--- src/qtimer_pkg.sv ---
// Shared constants, register map and state types of the two-phase / one-shot timer channel
package qtimer_pkg;

  // Register byte offsets on the plain register port
  localparam int ADDR_W = 4;
  localparam logic [3:0] ADDR_DATA = 4'h0;
  localparam logic [3:0] ADDR_CTRL = 4'h4;
  localparam logic [3:0] ADDR_MODE = 4'h8;
  localparam logic [3:0] ADDR_STAT = 4'hc;

  // Control register bit positions
  localparam int CTRL_START = 0;
  localparam int CTRL_ONESHOT = 1;
  localparam int CTRL_GP_OUT = 2;
  localparam int CTRL_GP_DRIVE = 3;

  // Status register bit positions
  localparam int STAT_ACTIVE = 0;
  localparam int STAT_IN_LEVEL = 1;
  localparam int STAT_OUT_LEVEL = 2;
  localparam int STAT_DIR_UP = 3;

  // Counter landmarks
  localparam logic [15:0] CNT_MAX = 16'hffff;
  localparam logic [15:0] CNT_ZERO = 16'h0000;
  localparam logic [15:0] CNT_ONE = 16'h0001;

  // Prescaler terminal counts
  localparam logic [2:0] PRE8_LAST = 3'h7;
  localparam logic [4:0] PRE32_LAST = 5'h1f;
  localparam logic [4:0] SUB32_LAST = 5'h1f;

  typedef enum logic [0:0] {
    MODE_TWO_PHASE = 1'b0,
    MODE_ONE_SHOT = 1'b1
  } op_mode_t;

  typedef enum logic [1:0] {
    SRC_DIV1 = 2'b00,
    SRC_DIV8 = 2'b01,
    SRC_DIV32 = 2'b10,
    SRC_SUB32 = 2'b11
  } clk_src_t;

  // Mode register layout, bit 0 upward from the right
  typedef struct packed {
    logic trig_from_timer;
    logic trig_from_pin;
    logic trig_fall;
    logic pin_as_pulse;
    clk_src_t src;
    logic free_run;
    logic mul4;
    op_mode_t mode;
  } mode_cfg_t;

  localparam int MODE_W = $bits(mode_cfg_t);

  typedef struct packed {
    logic [ADDR_W-1:0] addr;
    logic [31:0] wdata;
    logic wr;
    logic rd;
  } reg_req_t;

  typedef struct packed {
    logic in_s1;
    logic in_s2;
    logic in_s3;
    logic out_s1;
    logic out_s2;
    logic out_s3;
    logic sub_s1;
    logic sub_s2;
    logic sub_s3;
    logic [4:0] pre;
    logic [4:0] sub_div;
    logic [15:0] counter;
    logic [15:0] reload;
    logic start;
    logic active;
    logic dir_up;
    logic gp_out;
    logic gp_drive;
    mode_cfg_t cfg;
    logic [31:0] rdata;
    logic irq;
  } state_t;

  localparam state_t STATE_RESET = '0;

endpackage

--- src/qtimer.sv ---
// Timer channel: two-phase event counter and one-shot timer with its register port
`timescale 1ns/1ps

module qtimer (
  // Clock and reset
  input wire logic clk,
  input wire logic nrst,
  // Register port
  input wire qtimer_pkg::reg_req_t req,
  output logic [31:0] rdata,
  // Timer pins
  input wire logic timer_input_pin,
  input wire logic timer_output_pin_i,
  output logic timer_output_pin_o,
  output logic timer_output_pin_oe_n,
  // Subclock pin and neighbouring timer
  input wire logic subclock_pin,
  input wire logic other_timer_ovf,
  // Interrupt request
  output logic irq_req
);
  import qtimer_pkg::*;

  // Register map, one 32-bit word each:
  //   DATA  a write sets the reload value, and the counter too while halted;
  //         a read returns the counter
  //   CTRL  bit 0 count start, bit 1 one-shot start (write only, reads zero),
  //         bit 2 port output level, bit 3 port drive enable
  //   MODE  bit 0 one-shot, bit 1 times four, bit 2 free run, bits 4:3 source,
  //         bit 5 pulse output, bit 6 falling trigger, bit 7 pin trigger,
  //         bit 8 timer trigger
  //   STAT  bit 0 one-shot active, bit 1 input level, bit 2 output level,
  //         bit 3 last direction up
  // Limitation: a mode change while counting is not guarded; stop first.
  // Hazard: in times-four mode, both two-phase pins changing in one sample lose that step.
  // Trade-off: div8 and div32 share one free prescaler, so the first tick
  // of a one-shot lands anywhere within one prescaler period.

  state_t s_q;
  state_t s_d;

  logic in_rise;
  logic in_fall;
  logic out_rise;
  logic out_fall;
  logic sub_rise;
  logic two_phase;
  logic running;
  logic step_up;
  logic step_down;
  logic tick;
  logic trig_pin;
  logic trigger;
  logic wr_data;
  logic wr_ctrl;
  logic wr_mode;
  logic halted;

  // Widths the logic below is written for; the package must agree
  localparam int WORD_W = $bits(rdata);
  localparam int CNT_W = $bits(CNT_MAX);
  localparam int PRE_W = $bits(PRE32_LAST);

  logic start_next;
  logic sw_shot;
  logic shot_last;
  logic [WORD_W-1:0] ctrl_word;
  logic [WORD_W-1:0] stat_word;

  // Elaboration checks: every field must fit the data word and the counters
  if (MODE_W > WORD_W) begin : g_mode_fit
    $error("mode fields do not fit the data word");
  end
  if (CNT_W > WORD_W) begin : g_cnt_fit
    $error("counter does not fit the data word");
  end
  if ($bits(PRE8_LAST) > PRE_W) begin : g_pre_fit
    $error("div8 terminal count wider than the prescaler");
  end
  if ($bits(SUB32_LAST) != PRE_W) begin : g_sub_fit
    $error("subclock divider width differs from the prescaler");
  end
  if ($bits(ADDR_DATA) != ADDR_W) begin : g_addr_fit
    $error("register offsets do not match the address width");
  end
  if (CTRL_GP_DRIVE >= WORD_W || STAT_DIR_UP >= WORD_W) begin : g_bit_fit
    $error("control or status bit outside the data word");
  end

  // Rising edge between two synchroniser stages
  function automatic logic rose(input logic now_v, input logic was_v);
    return now_v & ~was_v;
  endfunction

  // Falling edge between two synchroniser stages
  function automatic logic fell(input logic now_v, input logic was_v);
    return ~now_v & was_v;
  endfunction

  // Times four: input level equal to the old output level means up
  function automatic logic quad_up(input logic in_now, input logic out_was);
    return in_now ~^ out_was;
  endfunction

  // Last tick of a one-shot; a set value of zero behaves as one
  function automatic logic last_tick(input logic [15:0] count);
    return count <= CNT_ONE;
  endfunction

  // Control word as software reads it back
  function automatic logic [31:0] ctrl_view(input logic start, input logic gp_out, input logic gp_drive);
    logic [31:0] w;
    w = '0;
    w[CTRL_START] = start;
    w[CTRL_GP_OUT] = gp_out;
    w[CTRL_GP_DRIVE] = gp_drive;
    return w;
  endfunction

  // Status word: synchronised pin levels, never the raw pins
  function automatic logic [31:0] stat_view(input logic active, input logic in_lvl, input logic out_lvl, input logic up);
    logic [31:0] w;
    w = '0;
    w[STAT_ACTIVE] = active;
    w[STAT_IN_LEVEL] = in_lvl;
    w[STAT_OUT_LEVEL] = out_lvl;
    w[STAT_DIR_UP] = up;
    return w;
  endfunction

  // Count source for the one-shot countdown
  function automatic logic src_tick(
    input clk_src_t src,
    input logic [PRE_W-1:0] pre,
    input logic sub_edge,
    input logic [PRE_W-1:0] sub_div
  );
    logic t;
    t = 1'b0;
    unique case (src)
      SRC_DIV1: t = 1'b1;
      SRC_DIV8: t = (pre[$bits(PRE8_LAST)-1:0] == PRE8_LAST);
      SRC_DIV32: t = (pre == PRE32_LAST);
      SRC_SUB32: t = sub_edge & (sub_div == SUB32_LAST);
    endcase
    return t;
  endfunction

  // One two-phase step, with reload (or wrap when free-running) at the ends
  function automatic logic [15:0] two_phase_next(
    input logic up,
    input logic free_run,
    input logic [15:0] count,
    input logic [15:0] reload
  );
    if (up) begin
      if (count == CNT_MAX) begin
        return wrap_or_reload(free_run, CNT_ZERO, reload);
      end
      return count + CNT_ONE;
    end
    if (count == CNT_ZERO) begin
      return wrap_or_reload(free_run, CNT_MAX, reload);
    end
    return count - CNT_ONE;
  endfunction

  assign ctrl_word = ctrl_view(s_q.start, s_q.gp_out, s_q.gp_drive);
  assign stat_word = stat_view(s_q.active, s_q.in_s2, s_q.out_s2, s_q.dir_up);
  assign shot_last = last_tick(s_q.counter);

  // Reload value unless free-running, where the count just wraps
  function automatic logic [15:0] wrap_or_reload(
    input logic free_run,
    input logic [15:0] wrapped,
    input logic [15:0] reload
  );
    if (free_run) begin
      return wrapped;
    end
    return reload;
  endfunction

  // Edges are taken between the second and third stages only
  assign in_rise = rose(s_q.in_s2, s_q.in_s3);
  assign in_fall = fell(s_q.in_s2, s_q.in_s3);
  assign out_rise = rose(s_q.out_s2, s_q.out_s3);
  assign out_fall = fell(s_q.out_s2, s_q.out_s3);
  assign sub_rise = rose(s_q.sub_s2, s_q.sub_s3);

  assign two_phase = (s_q.cfg.mode == MODE_TWO_PHASE);

  // Two-phase counting stops the moment the start flag drops
  assign running = two_phase ? s_q.start : (s_q.start & s_q.active);

  always_comb begin
    step_up = 1'b0;
    step_down = 1'b0;
    if (two_phase && s_q.start) begin
      if (s_q.cfg.mul4) begin
        // Both pins changing in one sample is a lost phase; it is ignored
        if ((in_rise | in_fall) ^ (out_rise | out_fall)) begin
          if (quad_up(s_q.in_s2, s_q.out_s3)) begin
            step_up = 1'b1;
          end else begin
            step_down = 1'b1;
          end
        end
      end else begin
        step_up = in_rise & s_q.out_s2;
        step_down = in_fall & s_q.out_s2;
      end
    end
  end

  assign tick = src_tick(s_q.cfg.src, s_q.pre, sub_rise, s_q.sub_div);

  assign trig_pin = s_q.cfg.trig_fall ? in_fall : in_rise;

  assign wr_data = req.wr && (req.addr == ADDR_DATA);
  assign wr_ctrl = req.wr && (req.addr == ADDR_CTRL);
  assign wr_mode = req.wr && (req.addr == ADDR_MODE);

  // Start flag as it stands after this cycle's write, so that a write of
  // start and one-shot start together triggers at once
  assign start_next = wr_ctrl ? req.wdata[CTRL_START] : s_q.start;
  // Software one-shot start is a write of one; it is never stored
  assign sw_shot = wr_ctrl & req.wdata[CTRL_ONESHOT];

  always_comb begin
    trigger = 1'b0;
    if (!two_phase && start_next) begin
      trigger = (s_q.cfg.trig_from_pin & trig_pin)
        | (s_q.cfg.trig_from_timer & other_timer_ovf)
        | sw_shot;
    end
  end

  // Halted means the start flag is low, or in one-shot mode no one-shot is in flight
  assign halted = ~running;

  always_comb begin
    s_d = s_q;
    s_d.irq = 1'b0;

    // Three stages: the first feeds only the second
    s_d.in_s1 = timer_input_pin;
    s_d.in_s2 = s_q.in_s1;
    s_d.in_s3 = s_q.in_s2;
    s_d.out_s1 = timer_output_pin_i;
    s_d.out_s2 = s_q.out_s1;
    s_d.out_s3 = s_q.out_s2;
    s_d.sub_s1 = subclock_pin;
    s_d.sub_s2 = s_q.sub_s1;
    s_d.sub_s3 = s_q.sub_s2;

    s_d.pre = s_q.pre + 5'h01;
    if (sub_rise) begin
      s_d.sub_div = s_q.sub_div + 5'h01;
    end

    // Register writes
    if (wr_mode) begin
      s_d.cfg = mode_cfg_t'(req.wdata[MODE_W-1:0]);
    end
    if (wr_ctrl) begin
      s_d.start = req.wdata[CTRL_START];
      s_d.gp_out = req.wdata[CTRL_GP_OUT];
      s_d.gp_drive = req.wdata[CTRL_GP_DRIVE];
      if (!req.wdata[CTRL_START]) begin
        s_d.active = 1'b0;
      end
    end
    if (wr_data) begin
      s_d.reload = req.wdata[CNT_W-1:0];
      if (halted) begin
        s_d.counter = req.wdata[CNT_W-1:0];
      end
    end

    if (two_phase) begin
      s_d.active = 1'b0;
      if (step_up || step_down) begin
        s_d.dir_up = step_up;
        // Reload picks up a value written during counting
        s_d.counter = two_phase_next(step_up, s_q.cfg.free_run, s_q.counter, s_d.reload);
        s_d.irq = step_up ? (s_q.counter == CNT_MAX) : (s_q.counter == CNT_ZERO);
      end
    end else if (start_next) begin
      s_d.dir_up = 1'b0;
      if (trigger) begin
        // A trigger mid-count throws away the remaining time
        s_d.counter = s_d.reload;
        s_d.active = 1'b1;
      end else if (s_q.active && tick) begin
        // A set value of zero ends on the first tick, like one
        if (shot_last) begin
          s_d.irq = 1'b1;
          s_d.counter = s_d.reload;
          s_d.active = 1'b0;
        end else begin
          s_d.counter = s_q.counter - CNT_ONE;
        end
      end
    end

    // Read data appear in the cycle after the read strobe
    s_d.rdata = 32'h0000_0000;
    if (req.rd) begin
      unique case (req.addr)
        // One-shot reads give the counter too, but it is mid-flight
        ADDR_DATA: s_d.rdata[15:0] = s_q.counter;
        ADDR_CTRL: s_d.rdata = ctrl_word;
        ADDR_MODE: s_d.rdata[MODE_W-1:0] = s_q.cfg;
        ADDR_STAT: s_d.rdata = stat_word;
        default: s_d.rdata = 32'h0000_0000;
      endcase
    end
  end

  always_ff @(posedge clk or negedge nrst) begin
    if (!nrst) begin
      s_q <= STATE_RESET;
    end else begin
      s_q <= s_d;
    end
  end

  // Output pin: input in two-phase mode, else pulse output or port
  always_comb begin
    timer_output_pin_o = 1'b0;
    timer_output_pin_oe_n = 1'b1;
    if (!two_phase) begin
      if (s_q.cfg.pin_as_pulse) begin
        timer_output_pin_o = s_q.active;
        timer_output_pin_oe_n = 1'b0;
      end else if (s_q.gp_drive) begin
        timer_output_pin_o = s_q.gp_out;
        timer_output_pin_oe_n = 1'b0;
      end
    end
  end

  assign rdata = s_q.rdata;
  assign irq_req = s_q.irq;

endmodule

--- config.mk ---
export PLATFORM = sky130hd
export DESIGN_NAME = qtimer
export DESIGN_NICKNAME = d
export VERILOG_FILES = /design/src/qtimer_pkg.sv /design/src/qtimer.sv
export SDC_FILE = /design/constraint.sdc
export NUM_CORES = 1
export LEC_CHECK = 0
export ABC_CLOCK_PERIOD_IN_PS = 3300
export BUFFER_PORTS_ARGS = -buffer_cell sky130_fd_sc_hd__buf_4
export CAP_MARGIN = 40
export CORE_MARGIN = 5
export CORE_UTILIZATION = 41
export DETAILED_ROUTE_END_ITERATION = 7
export GPL_ROUTABILITY_DRIVEN = 0
export PLACE_DENSITY = 0.59
export SLEW_MARGIN = 20
export SYNTH_ARGS = -nofsm -noshare
export SYNTH_HDL_FRONTEND = slang
export SYNTH_SLANG_ARGS = --single-unit
--- constraint.sdc ---
create_clock -name clk -period 3.3 [get_ports clk]
set_input_delay 0.33 -clock clk [delete_from_list [all_inputs] [get_ports clk]]
set_output_delay 0.33 -clock clk [all_outputs]
set_load 0.01 [all_outputs]
==> flow_summary.yaml, run 1 <==
yosys:
  synth_compound_area_share_pct: 15.95
  ys_ff_latch: 82
  async_flop_share_pct: 100.0
  synth-xor-area-share_pct: 4.664
  ys_warn_count: 0
  synth_area_per_cell_um2: 9.659
  synth.area.mux_share_pct: 11.57
  synth_flop_cell: "dfrtp_1"
  synth_fa_ha_area_share_pct: 2.540
  synth_edf_count: 0
  yosys.area_share.simple_pct: 17.89
  synth.distinct_cells: 72
  synth_top_family_by_area: "simple AND/OR/NAND/NOR gates"
  synth-seq-area-share_pct: 37.87
  synthCells: 561
  syn_area_um2: 5419
timing:
  max_slew_margin_pct: 45.54
  fmax_mhz: 331.1
  worst_pin_slew_ps: 816.9
  fin_worst_skew_ps: 12.66
  setup_viol: 0
  maxSlewViolCount: 0
  finalCritPeriodShare_pct: 91.53
  period_minus_slack_ps: 3021
  rsz0062_at_grt: "no"
  hold_viol: 0
  fin_tns_setup_ps: 0
die:
  io_pins: 79
  initial_core_util_pct: 41.41
  row_count: 42
  die-area_um2: 15620
  die-width_um: 125.0
  die_h_um: 125.0
  core_area_um2: 13090
setup_path:
  startpoint_type: "flop"
  cp-startpoint: "s_d[95]"
  critPathRequiredTime_ps: 3550
  critPathMaxStageDelay_ps: 740
  reg2reg_to: "s_q[70]"
  end_kind: "flop"
  worst-r2r-cell-count: 8
  arrival_ps: 3270
  r2r-start: "s_d[95]"
  crit_type: "reg2reg"
  crit_fanout: 18
  worstSetupEndpoint: "s_q[70]"
  cp_slowest_cell: "or3b_1"
  rrSetupSlack_ps: 280
  crit_chain: "ha_1 -> xnor2_2 -> mux2i_1 -> a22oi_2 -> or3b_1 -> a221oi_2 -> a211oi_1 -> nor4b_2"
global_routing:
  antenna_found_initial: 0
  grt.total_usage_pct: 19.08
  grt_pass1_vias: 4478
  grt_pass1_wl_um: 24140
  grt_overflow: 0
  grt_max_degree: 49
finish:
  layout_commonest_cell: "dfrtp_1"
  multi_input_area_um2: 2919
  mostFrequentLayoutCells: "dfrtp_1, buf_4, nor2_1"
  drive_gt1_share_pct: 21.11
  area_growth_pct: 12.10
  final.fill_count: 1228
  fin_nets: 642
  stdcell_count: 768
  regArea_um2: 2052
  diodes: 0
drt:
  final_antenna_net_count: 0
  wl_per_cell_um: 19.46
  vias_per_cell: 5.813
  vias: 4464
  drt_wl_total_um: 14950
  first_iter_violations: 425
  drcViolationCount: 0
  firstDrtPassIters: 5
clocking:
  cts_buffers: 9
  postCtsSetupBuffers: 0
  clkLatencyLatePin_ps: 360
  cts_resized: 0
  cts_root_buf: "clkbuf_16"
  cts_tree: "built"
  cts.path.max_buffers: 2
  htreeDepth: 3
  clock-sinks: 82
  path_clk_slew_ps: 70
power:
  ir_drop_mv: 0.3151
  cellLeakagePower_nw: 2.587
  p_per_area_nw_per_um2: 645.5
  p_total_mw: 3.921
outcome:
  status: "finished, final reports clean"
placement:
  dp_cells: 751
  hpwlAfterDp_um: 10710
  port_buffers: 46
min_path:
  hold_class: "in2reg"
flow_run:
  maxCapViolCount: 0
==> layout make-up <==
cell class	instances	area share (%)
Timing Repair Buffer	66	8.527
Multi-Input combinational cell	407	48.05
Clock inverter	7	1.009
Tap cell	176	3.625
Clock buffer	9	3.708
Inverter	21	1.298
Sequential cell	82	33.78
==> Yosys cell counts (3+ instances only) <==
cell,n,area (um2)
clkbuf_1,13,48.80
a21oi_1,15,75.07
nor3_1,13,65.06
mux4_2,3,67.56
nor2_1,50,187.7
a211oi_1,12,90.09
o22ai_1,12,75.07
nand2b_1,5,31.28
nor3b_1,4,30.03
ha_1,11,137.6
o221ai_1,6,52.55
nand4_1,10,62.56
nor4_1,3,18.77
o21ai_1,4,20.02
buf_4,32,240.2
buf_6,5,56.30
or4_1,4,30.03
nor2b_1,4,25.02
xor2_1,11,96.34
a22oi_1,12,90.09
mux2i_1,33,330.3
dfrtp_1,82,2052
o211ai_1,4,30.03
nand3_1,16,80.08
xnor2_1,16,140.1
mux2_2,19,214.0
inv_1,21,78.83
buf_2,13,65.06
o21ai_0,24,120.1
and2_1,10,62.56
a221oi_1,8,70.07
and3_1,10,62.56
nand2_1,25,93.84
==> registers in the layout, summed over array words and instances, names as in the netlist <==
signal     count
s_d            6
ctrl_word      3
s_q           56
rdata         16
irq_req        1
==> logic make-up (layout without fill, tap and decap cells) <==
family                   Yosys count  after routing
other                              1             16
XOR/XNOR                          28             28
adder cells (fa/ha/maj)           11             11
AND/OR/NAND/NOR                  174            174
buffers and inverters             87            103
multiplexers                      56             56
AO/OA/AOI/OAI                    122            122
flip-flops                        82             82
==> worst max-delay path: cells and delay by family, from the launching register on <==
family                     cells  cell delay [ps]
muxes                          1              130
and+or+nand+nor                2             1080
AOI/OAI and AO/OA              3              730
adders and majority gates      1              340
xor gates and xnor gates       1              190
DFF                            1              450
==> what timing repair did <==
| action | 4_1_cts | 5_1_grt |
|---|---|---|
| endpoints found under the setup margin | 0 | 0 |
| hold buffers | 1 | 0 |
| hold endpoints to repair | 34 | 0 |
==> power by group <==
part	leakage (nW)	total, mW	switching (mW)	internal, mW
registers	1.01	1.63	0.417	1.22
logic	1.45	1.30	0.711	0.591
clock network	0.128	0.985	0.462	0.523
total	2.59	3.92	1.59	2.33
==> through the flow <==
stage	util [%]	instance area, um2	setup WS [ps]	hold slack [ps]
2_1_floorplan	-	5475	929.2	34.41
3_3_place_gp	43.95	5751	439.9	333.2
3_5_place_dp	44.16	5778	294.9	323.5
4_1_cts	46.42	6075	292.3	71.07
5_1_grt	46.42	6075	141.9	72.31
6_report	46.42	6075	279.4	78.00
==> routing by layer <==
layer / vias up / share of wire [%] / global-route usage, %
met4: 0 / 2.4 / 8.227
met1: 2206 / 43 / 25.20
met2: 176 / 48 / 30.84
met3: 31 / 6.5 / 3.454
met5: - / 0 / 0
li1: 2051 / - / -
==> worst min path at each step <==
stage	start	endpoint	slack (ps)	depth (start not counted)
after detailed placement	nrst	s_q[85]	320	1
after global placement	s_d[90]	s_d[89]	330	0
after CTS	subclock_pin	s_d[90]	70	1
final	timer_input_pin	s_d[96]	80	1
after global routing	subclock_pin	s_d[90]	70	1
after floorplan	nrst	ctrl_word[0]	30	0
Power figures use the tool's default switching activity.
==> run 2: changes to the inputs <==
--- a/config.mk
+++ b/config.mk
@@ -12,6 +12,7 @@
 export CORE_UTILIZATION = 41
 export DETAILED_ROUTE_END_ITERATION = 7
 export GPL_ROUTABILITY_DRIVEN = 0
+export MAX_ROUTING_LAYER = met4
 export PLACE_DENSITY = 0.59
 export SLEW_MARGIN = 20
 export SYNTH_ARGS = -nofsm -noshare
==> run 2 against run 1 <==
Effect of this change:
- register-to-register slack about the same
- utilization unchanged
- clock skew down 0.99 ps
==> flow_summary.yaml, run 2 (same netlist as run 1, synthesis figures left out) <==
outcome:
  status: "finished, final reports clean"
power:
  p_per_area_nw_per_um2: 645.1
  cellLeakagePower_nw: 2.587
  ir_drop_mv: 0.3152
  p_total_mw: 3.919
clocking:
  cts_buffers: 9
  cts_tree: "built"
  cts_root_buf: "clkbuf_16"
  clkLatencyLatePin_ps: 360
  path_clk_slew_ps: 70
  htreeDepth: 3
  clock-sinks: 82
  cts.path.max_buffers: 2
  postCtsSetupBuffers: 0
drt:
  wl_met1_um: 6458
  final_antenna_net_count: 0
  dr_wl_met2_um: 7038
  firstDrtPassIters: 5
  dr_wl_met3_um: 1029
  first_iter_violations: 432
  wl_per_cell_um: 19.33
  vias_per_cell: 5.831
  drcViolationCount: 0
  highest_layer: "met4"
  drt_wl_total_um: 14850
  vias: 4478
global_routing:
  grt_overflow: 0
  grt_max_degree: 49
  grt_pass1_wl_um: 24150
  antenna_found_initial: 0
  grt.total_usage_pct: 19.68
  grt_pass1_vias: 4478
finish:
  diodes: 0
  drive_gt1_share_pct: 21.11
  mostFrequentLayoutCells: "dfrtp_1, buf_4, nor2_1"
  area_growth_pct: 12.10
  final.fill_count: 1228
  fin_nets: 642
  multi_input_area_um2: 2919
  layout_commonest_cell: "dfrtp_1"
  regArea_um2: 2052
  utilization_pct: 46.42
  largest_register_ff_count: 56
  regMostFlops: "s_q"
timing:
  maxSlewViolCount: 0
  finalCritPeriodShare_pct: 91.45
  fmax_mhz: 331.4
  period_minus_slack_ps: 3018
  fin_worst_skew_ps: 11.68
  max_slew_margin_pct: 45.16
  final.hold.worst_slack_ps: 77.25
  worst_pin_slew_ps: 822.7
  setup_viol: 0
  hold_viol: 0
  rsz0062_at_grt: "no"
  fin_tns_setup_ps: 0
setup_path:
  end_kind: "flop"
  critPathMaxStageDelay_ps: 740
  crit_type: "reg2reg"
  rrSetupSlack_ps: 280
  cp_slowest_cell: "or3b_1"
  startpoint_type: "flop"
  arrival_ps: 3270
  critPathRequiredTime_ps: 3550
  crit_fanout: 18
  crit_chain: "ha_1 -> xnor2_2 -> mux2i_1 -> a22oi_2 -> or3b_1 -> a221oi_2 -> a211oi_1 -> nor4b_2"
die:
  io_pins: 79
  initial_core_util_pct: 41.41
  die-area_um2: 15620
  die_h_um: 125.0
  row_count: 42
  die-width_um: 125.0
  core_area_um2: 13090
flow_run:
  maxCapViolCount: 0
placement:
  hpwlAfterDp_um: 10710
  port_buffers: 46
min_path:
  hold_class: "in2reg"
-- run 2: cell counts in the layout (fill, tap and decap cells not counted) --
Identical to the previous run, type by type.
-- run 2: repair_timing --
action / 4_1_cts / 5_1_grt
setup endpoints to repair: 0 / 0
resized for setup: 0 / 0
hold buffers: 1 / 0
endpoints found under the hold margin: 34 / 0
-- run 2: final timing paths --
kind	to	depth (start not counted)	start
setup / recovery	s_q[70]	8	s_d[95]
max in group asynchronous	rdata[9]	3	nrst
min in group asynchronous	s_q[87]	2	nrst
setup reg to reg	s_q[70]	8	s_d[95]
hold / removal	s_d[96]	1	timer_input_pin
hold reg to reg	s_d[95]	0	s_d[96]
-- run 2: where the power goes --
part	switching [mW]	internal, mW
Sequential	0.412	1.22
Combinational	0.712	0.591
Clock	0.463	0.523
-- run 2: worst max-delay path: cells and delay by family (launching register included) --
family                   cells  cell delay, ps
adder cells (fa/ha/maj)      1             340
multiplexers                 1             130
AO/OA/AOI/OAI                3             730
AND/OR/NAND/NOR              2            1080
flip-flops                   1             450
XOR/XNOR                     1             190
-- run 2: metal layers --
layer | vias to the layer above | track usage (%)
met3 | 26 | 3.412
li1 | 2060 | -
met1 | 2214 | 25.41
met2 | 178 | 30.81
met5 | - | -
met4 | 0 | 8.036
-- run 2: cell type report --
class,instances,share of cell area [%]
Inverter,21,1.298
Clock buffer,9,3.708
Clock inverter,7,1.009
Sequential cell,82,33.78
Timing Repair Buffer,66,8.527
Multi-Input combinational cell,407,48.05
Tap cell,176,3.625
-- run 2: per-stage QoR --
stage	setup WS [ps]	instances	area, um2
final	282.3	768	6075
after global routing	141.9	768	6075
after CTS	292.3	768	6075
after detailed placement	294.9	751	5778
after global placement	439.9	750	5751
after floorplan	929.2	576	5475
